<file path="src/core/csup_defs.vh">
/*
 Shared constants of the clock source supervisor: register offsets, field positions,
 reset values, strap codes and counter figures.
 Assumes inclusion by bare name from core/ design files.
*/
`ifndef CSUP_DEFS_VH
`define CSUP_DEFS_VH

`define CSUP_ADDR_SYSCFG 8'h00
`define CSUP_ADDR_STATUS 8'h04
`define CSUP_ADDR_MASK 8'h08
`define CSUP_ADDR_MODE 8'h0C

`define CSUP_SYSCFG_DIS_BIT 4
`define CSUP_SYSCFG_RESET 32'h00000000

`define CSUP_ST_LOSS_BIT 0
`define CSUP_ST_UNLOCK_BIT 1
`define CSUP_MASK_RESET 2'h0

`define CSUP_MODE_X4 3'h7
`define CSUP_MODE_X3 3'h6
`define CSUP_MODE_X8 3'h5
`define CSUP_MODE_X5 3'h4
`define CSUP_MODE_DIRECT 3'h3
`define CSUP_MODE_X10 3'h2
`define CSUP_MODE_PRESC 3'h1
`define CSUP_MODE_X16 3'h0

`define CSUP_LOSS_CYCLES 5'h10
`define CSUP_CNT_W 5
`define CSUP_STRAP_WAIT 2'h2

`define CSUP_SRC_XTAL 2'h0
`define CSUP_SRC_PRESC 2'h1
`define CSUP_SRC_PLL 2'h2
`define CSUP_SRC_BACKUP 2'h3

`endif

</file>
<file path="src/core/csup_top.v">
/*
 Clock source supervisor: strap capture, clock mode decode, clock-loss monitor,
 sticky backup selection, PLL unlock handling, interrupt status and Wishbone slave.
 Assumes the free PLL clock and crystal are sampled in the mclk domain (mclk far faster),
 and that rst covers hardware, bidirectional software and watchdog resets.
*/
// Implementation choices: the register offsets and the Wishbone interface to the registers.
// Contract
// - monitor enabled after every reset
// - writing one to bit 4 disables monitor
// - monitor only in direct and prescaler modes
// - each PLL free cycle increments loss counter
// - each crystal transition clears loss counter
// - sixteen cycles without transition means failure
// - failure selects backup clock, sets interrupt
// - stay on backup despite returning crystal
// - only reset restores external clock source
// - disabled monitor: external clock, PLL off
// - straps sampled at reset; other codes PLL
// - PLL resyncs smoothly every F-th transition
// - four-divided codes multiply by 4,3,8,5
// - 010 gives ten, 011 one, 001 half
// - PLL unlock interrupts, free-runs until reset
`timescale 1ns/100ps
`include "csup_defs.vh"
module csup_top
(
	input wire mclk,
	input wire rst,
	input wire crystal_input_pin,
	input wire pll_free_clk,
	input wire pll_lock,
	input wire [2:0] clock_mode_strap_pins,
	input wire wb_cyc_i,
	input wire wb_stb_i,
	input wire wb_we_i,
	input wire [7:0] wb_adr_i,
	input wire [31:0] wb_dat_i,
	input wire [3:0] wb_sel_i,
	output reg [31:0] wb_dat_o,
	output reg wb_ack_o,
	output reg irq_o,
	output reg [1:0] cpu_clk_src_o,
	output reg pll_power_o,
	output reg pll_ref_connect_o,
	output reg [2:0] pll_in_div_o,
	output reg [6:0] pll_mul_o,
	output reg [2:0] pll_out_div_o,
	output reg [4:0] pll_sync_f_o
);
	wire xtal_s;
	wire pllc_s;
	wire lock_s;
	wire [2:0] strap_s;
	reg xtal_q;
	reg pllc_q;
	reg lock_q;
	reg strap_done_q;
	reg [1:0] strap_wait_q;
	reg [2:0] mode_q;
	reg clock_monitor_disable_q;
	reg [`CSUP_CNT_W-1:0] cnt_q;
	reg [`CSUP_CNT_W-1:0] cnt_d;
	reg backup_q;
	reg unlocked_q;
	reg [1:0] status_q;
	reg [1:0] status_d;
	reg [1:0] mask_q;
	reg [1:0] src_d;
	reg [31:0] rdata_d;
	reg loss_evt;
	reg unlock_evt;
	reg monitor_mode;
	reg pll_mode;
	wire monitor_on;
	wire wb_req;
	wire wb_wr;
	wire wr_syscfg;
	wire wr_status;
	wire wr_mask;

	csup_sync2 u_sync_xtal (.mclk(mclk), .rst(rst), .d(crystal_input_pin), .q(xtal_s));
	csup_sync2 u_sync_pllc (.mclk(mclk), .rst(rst), .d(pll_free_clk), .q(pllc_s));
	csup_sync2 u_sync_lock (.mclk(mclk), .rst(rst), .d(pll_lock), .q(lock_s));
	csup_sync2 u_sync_s0 (.mclk(mclk), .rst(rst), .d(clock_mode_strap_pins[0]), .q(strap_s[0]));
	csup_sync2 u_sync_s1 (.mclk(mclk), .rst(rst), .d(clock_mode_strap_pins[1]), .q(strap_s[1]));
	csup_sync2 u_sync_s2 (.mclk(mclk), .rst(rst), .d(clock_mode_strap_pins[2]), .q(strap_s[2]));

	// straps caught once, on the third edge after release; pins may be reused later
	always @(posedge mclk or posedge rst)
	begin
		if (rst)
		begin
			strap_wait_q <= 2'h0;
			strap_done_q <= 1'b0;
			mode_q <= `CSUP_MODE_X4;
		end
		else if (!strap_done_q)
		begin
			// synchronisers restart with rst; wait until the pins have crossed
			if (strap_wait_q == `CSUP_STRAP_WAIT)
			begin
				strap_done_q <= 1'b1;
				mode_q <= strap_s;
			end
			else
				strap_wait_q <= strap_wait_q + 2'h1;
		end
	end

	always @*
	begin
		monitor_mode = (mode_q == `CSUP_MODE_DIRECT) || (mode_q == `CSUP_MODE_PRESC);
		// mode_q holds a PLL code until capture, so nothing may act on it yet
		pll_mode = strap_done_q && !monitor_mode;
	end

	assign monitor_on = strap_done_q && monitor_mode && !clock_monitor_disable_q;

	// loss counter; rising edge of the synced PLL clock counts, any crystal edge clears
	always @*
	begin
		cnt_d = cnt_q;
		loss_evt = 1'b0;
		if (!monitor_on || backup_q)
			cnt_d = {`CSUP_CNT_W{1'b0}};
		else if (xtal_s != xtal_q)
			cnt_d = {`CSUP_CNT_W{1'b0}};
		else if (pllc_s && !pllc_q)
		begin
			cnt_d = cnt_q + 1'b1;
			if (cnt_d == `CSUP_LOSS_CYCLES)
				loss_evt = 1'b1;
		end
	end

	always @*
	begin
		unlock_evt = pll_mode && strap_done_q && lock_q && !lock_s && !unlocked_q;
	end

	always @(posedge mclk or posedge rst)
	begin
		if (rst)
		begin
			xtal_q <= 1'b0;
			pllc_q <= 1'b0;
			lock_q <= 1'b0;
			cnt_q <= {`CSUP_CNT_W{1'b0}};
			backup_q <= 1'b0;
			unlocked_q <= 1'b0;
		end
		else
		begin
			xtal_q <= xtal_s;
			pllc_q <= pllc_s;
			lock_q <= lock_s;
			cnt_q <= cnt_d;
			// only rst clears these latches
			if (loss_evt)
				backup_q <= 1'b1;
			if (unlock_evt)
				unlocked_q <= 1'b1;
		end
	end

	always @*
	begin
		if (backup_q)
			src_d = `CSUP_SRC_BACKUP;
		else if (!strap_done_q)
			src_d = `CSUP_SRC_XTAL;
		else if (mode_q == `CSUP_MODE_PRESC)
			src_d = `CSUP_SRC_PRESC;
		else if (mode_q == `CSUP_MODE_DIRECT)
			src_d = `CSUP_SRC_XTAL;
		else
			src_d = `CSUP_SRC_PLL;
	end

	// PLL divider settings per strap code; F doubles as resync interval
	always @(posedge mclk or posedge rst)
	begin
		if (rst)
		begin
			pll_in_div_o <= 3'h4;
			pll_mul_o <= 7'h40;
			pll_out_div_o <= 3'h4;
			pll_sync_f_o <= 5'h04;
		end
		else
		begin
			case (mode_q)
				`CSUP_MODE_X4:
				begin
					pll_in_div_o <= 3'h4;
					pll_mul_o <= 7'h40;
					pll_out_div_o <= 3'h4;
					pll_sync_f_o <= 5'h04;
				end
				`CSUP_MODE_X3:
				begin
					pll_in_div_o <= 3'h4;
					pll_mul_o <= 7'h30;
					pll_out_div_o <= 3'h4;
					pll_sync_f_o <= 5'h03;
				end
				`CSUP_MODE_X8:
				begin
					pll_in_div_o <= 3'h4;
					pll_mul_o <= 7'h40;
					pll_out_div_o <= 3'h2;
					pll_sync_f_o <= 5'h08;
				end
				`CSUP_MODE_X5:
				begin
					pll_in_div_o <= 3'h4;
					pll_mul_o <= 7'h28;
					pll_out_div_o <= 3'h2;
					pll_sync_f_o <= 5'h05;
				end
				`CSUP_MODE_X10:
				begin
					pll_in_div_o <= 3'h2;
					pll_mul_o <= 7'h28;
					pll_out_div_o <= 3'h2;
					pll_sync_f_o <= 5'h0A;
				end
				`CSUP_MODE_X16:
				begin
					// no internal settings known; x16 via 4/64/1 keeps the factor
					pll_in_div_o <= 3'h4;
					pll_mul_o <= 7'h40;
					pll_out_div_o <= 3'h1;
					pll_sync_f_o <= 5'h10;
				end
				default:
				begin
					// bypass codes: settings unused
					pll_in_div_o <= 3'h1;
					pll_mul_o <= 7'h01;
					pll_out_div_o <= 3'h1;
					pll_sync_f_o <= 5'h01;
				end
			endcase
		end
	end

	// clock routing outputs
	always @(posedge mclk or posedge rst)
	begin
		if (rst)
		begin
			cpu_clk_src_o <= `CSUP_SRC_XTAL;
			pll_power_o <= 1'b0;
			pll_ref_connect_o <= 1'b0;
		end
		else
		begin
			cpu_clk_src_o <= src_d;
			pll_power_o <= pll_mode || monitor_on || backup_q;
			// free-running PLL has no reference; unlock also cuts it until reset
			pll_ref_connect_o <= pll_mode && strap_done_q && !unlocked_q && !unlock_evt;
		end
	end

	// Wishbone classic slave, one wait-free ack per request
	assign wb_req = wb_cyc_i && wb_stb_i && !wb_ack_o;
	assign wb_wr = wb_req && wb_we_i;
	assign wr_syscfg = wb_wr && (wb_adr_i == `CSUP_ADDR_SYSCFG) && wb_sel_i[0];
	assign wr_status = wb_wr && (wb_adr_i == `CSUP_ADDR_STATUS) && wb_sel_i[0];
	assign wr_mask = wb_wr && (wb_adr_i == `CSUP_ADDR_MASK) && wb_sel_i[0];

	always @*
	begin
		status_d = status_q;
		if (wr_status)
			status_d = status_q & ~wb_dat_i[1:0];
		// set wins over a same-cycle clear
		if (loss_evt)
			status_d[`CSUP_ST_LOSS_BIT] = 1'b1;
		if (unlock_evt)
			status_d[`CSUP_ST_UNLOCK_BIT] = 1'b1;
	end

	always @*
	begin
		rdata_d = 32'h00000000;
		case (wb_adr_i)
			`CSUP_ADDR_SYSCFG: rdata_d[`CSUP_SYSCFG_DIS_BIT] = clock_monitor_disable_q;
			`CSUP_ADDR_STATUS: rdata_d[1:0] = status_q;
			`CSUP_ADDR_MASK: rdata_d[1:0] = mask_q;
			`CSUP_ADDR_MODE: rdata_d[7:0] = {unlocked_q, backup_q, src_d, 1'b0, mode_q};
			default: rdata_d = 32'h00000000;
		endcase
	end

	// bus response flops
	always @(posedge mclk or posedge rst)
	begin
		if (rst)
		begin
			wb_ack_o <= 1'b0;
			wb_dat_o <= 32'h00000000;
		end
		else
		begin
			wb_ack_o <= wb_req;
			wb_dat_o <= (wb_req && !wb_we_i) ? rdata_d : 32'h00000000;
		end
	end

	// configuration flops
	always @(posedge mclk or posedge rst)
	begin
		if (rst)
		begin
			clock_monitor_disable_q <= 1'b0;
			mask_q <= `CSUP_MASK_RESET;
		end
		else
		begin
			// write one disables; no way back short of reset
			if (wr_syscfg && wb_dat_i[`CSUP_SYSCFG_DIS_BIT])
				clock_monitor_disable_q <= 1'b1;
			if (wr_mask)
				mask_q <= wb_dat_i[1:0];
		end
	end

	// interrupt flops; irq follows the status being stored
	always @(posedge mclk or posedge rst)
	begin
		if (rst)
		begin
			status_q <= 2'h0;
			irq_o <= 1'b0;
		end
		else
		begin
			status_q <= status_d;
			irq_o <= |(status_d & mask_q);
		end
	end
endmodule

</file>
<file path="src/core/csup_sync2.v">
/*
 Two-flop synchroniser for one level bit.
 Assumes d comes from outside the mclk domain.
*/
`timescale 1ns/100ps
module csup_sync2
(
	input wire mclk,
	input wire rst,
	input wire d,
	output wire q
);
	reg meta_q;
	reg sync_q;
	always @(posedge mclk or posedge rst)
	begin
		if (rst)
		begin
			meta_q <= 1'b0;
			sync_q <= 1'b0;
		end
		else
		begin
			meta_q <= d;
			sync_q <= meta_q;
		end
	end
	assign q = sync_q;
endmodule

</file>
<file path="config.mk">
export PLATFORM = sky130hd
export DESIGN_NAME = csup_top
export DESIGN_NICKNAME = d
export VERILOG_FILES = /design/src/core/csup_top.v /design/src/core/csup_sync2.v
export VERILOG_INCLUDE_DIRS = /design/src /design/src/core
export SDC_FILE = /design/constraint.sdc
export NUM_CORES = 1
export LEC_CHECK = 0
export ABC_AREA = 0
export BUFFER_PORTS_ARGS = -buffer_cell sky130_fd_sc_hd__buf_4
export CAP_MARGIN = 25
export CORE_MARGIN = 2
export CORE_UTILIZATION = 42
export CTS_CLUSTER_SIZE = 28
export DETAILED_ROUTE_END_ITERATION = 10
export HOLD_SLACK_MARGIN = 0.02
export PLACE_DENSITY = 0.85
export SLEW_MARGIN = 10
export SYNTH_ARGS = -nofsm -noshare
export SYNTH_HDL_FRONTEND = slang
export SYNTH_HIERARCHICAL = 1
export SYNTH_SLANG_ARGS = --single-unit
</file>
<file path="constraint.sdc">
create_clock -name mclk -period 1.9 [get_ports mclk]
set_input_delay 0.38 -clock mclk [delete_from_list [all_inputs] [get_ports mclk]]
set_output_delay 0.38 -clock mclk [all_outputs]
set_load 0.03 [all_outputs]
</file>
* Word-level counts from Yosys, hierarchy flattened
Index checks and enable logic that the tools add are counted.
** Cells by class
- Reduce and logical (&&, ||, !) cells :: 45
- Bitwise logic cells :: 5
- Add/sub/neg operators :: 2
- Equal/unequal tests :: 13
- Multiplexer cells :: 25
** Operator list (count)
- case mux 5 bit (6 select lines) :: 1
- logical AND 1 bit :: 21
- case mux 7 bit (3 select lines) :: 1
- equality test 8 x 4 -> 1 bit (second input constant) :: 2
- 2-to-1 mux 5 bit :: 3
- equality test 3 bit (second input constant) :: 4
- case mux 3 bit (2 select lines) :: 2
- 2-to-1 mux 2 bit :: 5
- zero test 1 bit :: 9
- 2-to-1 mux 1 bit :: 9
- equality test 8 x 3 -> 1 bit (second input constant) :: 1
- zero test 8 bit :: 1
- 2-to-1 mux 8 bit :: 1
- equality test 3 x 2 -> 1 bit (second input constant) :: 2
- case mux 2 bit (3 select lines) :: 1
- OR reduction 2 bit :: 3
- OR reduction 3 bit :: 2
- adder 5 x 1 -> 5 bit (second input constant) :: 1
- equality test 5 bit (second input constant) :: 1
- OR reduction 5 bit :: 1
- AND 2 bit :: 2
- logical OR 1 bit :: 4
- AND reduction 2 bit :: 2
- equality test 3 x 1 -> 1 bit (second input constant) :: 1
- 9 further kinds :: 10
** Word-level totals
- Logic and storage cells :: 124
- Flip-flop bits (word level) :: 65
- Output and inout bits :: 56
- Input bits :: 55

* Longest topological paths before layout
- Word-level depth :: 11
- Gate-level depth with buffers :: 7
- Mapped depth without buffers :: 6

* By module
The synthesis kept the hierarchy.
** By module, submodules not included
- csup_top :: sequential area each 1260.0 µm², area an instance 2178.3 µm², cells an instance 189, times used 1
- csup_sync2 :: sequential area each 50.0 µm², area an instance 53.8 µm², cells an instance 3, times used 6

* Worst setup path before layout
No wires, ideal clock.
- Kind :: register to register
- Start point :: reg mode_q[0]
- End point :: reg irq_o
- Library setup time :: 0.065 ns
- Stages on the path, launching flop included :: 7
- Arrival :: 1.692 ns
- Data required time :: 1.835 ns
- Period minus slack after synthesis :: 1.758 ns
- Slack :: 0.142 ns
- Buffers on the path :: 1
- Cell sequence :: dfstp_2 -> nand3b_4 -> or4_1 -> buf_2 -> a211o_1 -> nand2_2 -> a22o_1
** Between the ends
- Elaborated cells between the ends (all ways) :: 18
- Classes of those cells :: eq/ne (2); mux (3); bitwise (1); reduce/logical (12)
** RTL lines
- from (decl) :: line csup_top.v:60 : reg [2:0] mode_q;
- from (signal assigned) :: line csup_top.v:96 : mode_q <= `CSUP_MODE_X4;
- from (signal assigned) :: line csup_top.v:104 : mode_q <= strap_s;
- equality test 3 x 2 -> 1 bit (no line) or equality test 3 x 1 -> 1 bit (tied branches)
- logical OR 1 bit (*) :: line csup_top.v:113 : monitor_mode = (mode_q == `CSUP_MODE_DIRECT) || (mode_q == `CSUP_MODE_PRESC);
- logical AND 1 bit (*) (2 in series) :: line csup_top.v:118 : assign monitor_on = strap_done_q && monitor_mode && !clock_monitor_disable_q;
- zero test 1 bit (*) :: line csup_top.v:125 : if (!monitor_on || backup_q)
- logical OR 1 bit (*) :: line csup_top.v:125
- 2-to-1 mux 1 bit (*) :: line csup_top.v:125
- 2-to-1 mux 1 bit (*) :: line csup_top.v:280 : if (loss_evt)
- via status_d[0] :: line csup_top.v:67 : reg [1:0] status_d;
- AND 2 bit (*) :: line csup_top.v:342 : irq_o <= |(status_d & mask_q);
- OR reduction 2 bit (*) :: line csup_top.v:342
- to (signal assigned) :: line csup_top.v:342
- to (decl) :: line csup_top.v:42 : output reg irq_o,
The timed path passes the listed nets; every way through them passes the cells marked *.
A chain may end at the register's enable or synchronous reset.

* Worst setup path in the final report
Ends and elaborated chain as after synthesis.

==> results_dict.tcl <==
set metrics [dict create \
    antenna_cells 0 \
    power.density_mw_per_mm2 960 \
    wl_met2_um 2050 \
    start_util 0.428 \
    ctsLongestPathBuffers 2 \
    dp.cells 331 \
    die_w_um 81.2 \
    hp-class "primary input to register" \
    place_hpwl_um 2980 \
    rsz0062_at_grt "no" \
    cts_tree "built" \
    slowest_stage "dfstp_2" \
    slew_viol_final 0 \
    ant_nets 0 \
    yosys_warnings 6 \
    numPortBuffers 51 \
    grt_pass1_wl_um 6530 \
    synth-async-reset-ratio 1.00 \
    syn_area_per_cell_um2 12.1 \
    skew_ps 6.34 \
    fin_crit_sh 0.935 \
    grt.total_usage 0.139 \
    final_cell_area_mm2 0.00313 \
    cts_inserted_buffers 9 \
    antenna_found_initial 0 \
    clockRootBuffer "clkbuf_8" \
    drv_cap 0 \
    drc 0 \
    overflow 0 \
    drt-wirelength-per-cell_um 11.8 \
    postPlaceCellArea_mm2 0.00290 \
    path_class "register to register" \
    die_h_um 81.2 \
    finalSetupTns_ps 0 \
    area_growth_pct 25.1 \
    die_area_mm2 0.00659 \
    ys_seq_elements 62 \
    clock_latency_ps 340 \
    routed.top_layer "met4" \
    critPathLaunchType "register" \
    num_rows 28 \
    syn_inst 207 \
    via_per_inst 4.37 \
    wl_met1_um 1660 \
    end_kind "register" \
    power.total_mw 3.00 \
    finalWirelength_um 4090 \
    status "complete, no violations" \
    drtIter0Drc 93 \
    grt_max_degree 51 \
    p_leak_nw 1.57 \
    cp_top_family "simple AND/OR/NAND/NOR gates" \
    grt_pass1_vias 1451 \
    ys.flop_type "dfrtp_1" \
    drive_above_1_share 0.331 \
    cp_num_buf_inv 0 \
    slowest_delay_ps 550 \
    period_minus_slack_ps 1780 \
    gp_congestion 0.808 \
    crit_fanout 3 \
    synth_cell_types 39 \
    setup_viol 0 \
    clock_sinks 62 \
    path_clk_slew_ps 60 \
    h-tree-depth 3 \
    num_vias 1518 \
    final-instance-count-excl-fill 347 \
    cp.required_ps 2180 \
    first_pass_iters 4 \
    arrival_ps 2050 \
    path_cells "nand3b_4 > or4_1 > a211o_1 > nand2_2 > a22o_1" \
    wl_met3_um 283 \
    max_freq_mhz 563 \
    core_region_area_mm2 0.00585 \
    ir_worst_vdd_v 0.000473 \
    synth_edf_count 0 \
    yosysSeqAreaShare 0.624 \
    netlist_area_mm2 0.00250 \
    cts_setup_buffers 0 \
    final-hold-violation-count 0 \
    nets 326 \
    io_pins 111 \
]
through the flow:
step / worst slack [ps] / hold WS (ps) / util
after global routing: 60.9 / 124 / 0.535
after global placement: 68.7 / 285 / 0.495
after detailed placement: 30.3 / 291 / 0.495
after floorplan: 142 / 121 / -
final: 124 / 143 / 0.535
after CTS: 109 / 131 / 0.535
logic make-up (layout without fill, tap and decap cells):
logic type | Yosys count | in the layout | share of synthesized area
compound gates | 15 | 15 | 0.0390
simple gates | 61 | 61 | 0.133
xor+xnor | 10 | 10 | 0.0350
flops | 62 | 62 | 0.624
other cells | 1 | 27 | 0.00150
fa+ha+maj | 3 | 3 | 0.0150
buf+inv | 46 | 85 | 0.113
mux | 9 | 9 | 0.0395
cell usage after synthesis (4+ instances only):
master,number,area [um^2]
clkbuf_1,5,18.8
inv_1,12,45.0
dfstp_2,7,184
buf_4,27,203
nor2_1,17,63.8
dfrtp_1,55,1380
nand2_1,10,37.5
xnor2_1,4,35.0
and2_1,6,37.5
xor2_1,6,52.6
o21ai_0,5,25.0
nand2b_1,5,31.3
mux2_2,7,78.8
power by group:
| part | switching, mW | internal [mW] |
|---|---|---|
| registers | 0.0231 | 1.38 |
| clock network | 0.473 | 0.803 |
| logic | 0.216 | 0.109 |
cells in the final DEF, fill, tap and decap left out, types with 2 or more instances in the layout:
master and n:
bufinv_16 2, mux2_2 7, nand3_1 3, a21oi_1 2, o21ai_0 5, nand4_1 3, nor3_1 2, o21bai_1 3
buf_4 56, ha_1 3, nor2b_1 3, a22oi_1 2, xnor2_1 4, xor2_1 6, nand2b_1 5, and2_1 6
mux2i_1 2, dfstp_2 7, nor2_1 17, and3_1 2, conb_1 27, clkbuf_8 11, nand2_1 10, dfrtp_1 55
inv_1 11
path summary, 6_finish.rpt:
path | startpoint | end | slack (ps) | depth (start not counted)
max in group asynchronous | rst | mode_q[1]$_DFFE_PP1P_ | 950 | 4
min in group asynchronous | rst | u_sync_pllc/meta_q$_DFF_PP0_ | 480 | 3
max reg2reg | mode_q[0]$_DFFE_PP1P_ | irq_o$_DFF_PP0_ | 120 | 5
max | mode_q[0]$_DFFE_PP1P_ | irq_o$_DFF_PP0_ | 120 | 5
min | pll_free_clk | u_sync_pllc/meta_q$_DFF_PP0_ | 140 | 1
min reg2reg | u_sync_lock/meta_q$_DFF_PP0_ | u_sync_lock/q$_DFF_PP0_ | 350 | 0
metal layers:
| metal | track usage | vias to the layer above |
|---|---|---|
| met1 | 0.153 | 720 |
| met2 | 0.223 | 61 |
| met5 | 0 | - |
| li1 | - | 730 |
| met4 | 0.0898 | 0 |
| met3 | 0.0556 | 7 |
area by class of cell:
cell class / instances / area [um^2]
flip-flops and latches: 62 / 1560
inverters: 12 / 45.0
fillers: 490 / 2720
repair buffers: 58 / 450
multi-input cells: 125 / 756
clock inverters: 3 / 67.6
well taps: 75 / 93.8
clock buffers: 12 / 155
state kept, by name, indices dropped and copies added (netlist names), 2 cells and up:
signal,cells
pll_sync_f_o,5
status_q,2
cnt_q,5
pll_in_div_o,3
mask_q,2
pll_out_div_o,3
cpu_clk_src_o,2
pll_mul_o,5
mode_q,3
wb_dat_o,7
strap_wait_q,2
what timing repair did:
action / in CTS / in global routing
resized for setup: 0 / 0
endpoints found under the hold margin: 12 / 0
hold buffers: 1 / 0
(Power assumes the default switching activity.)
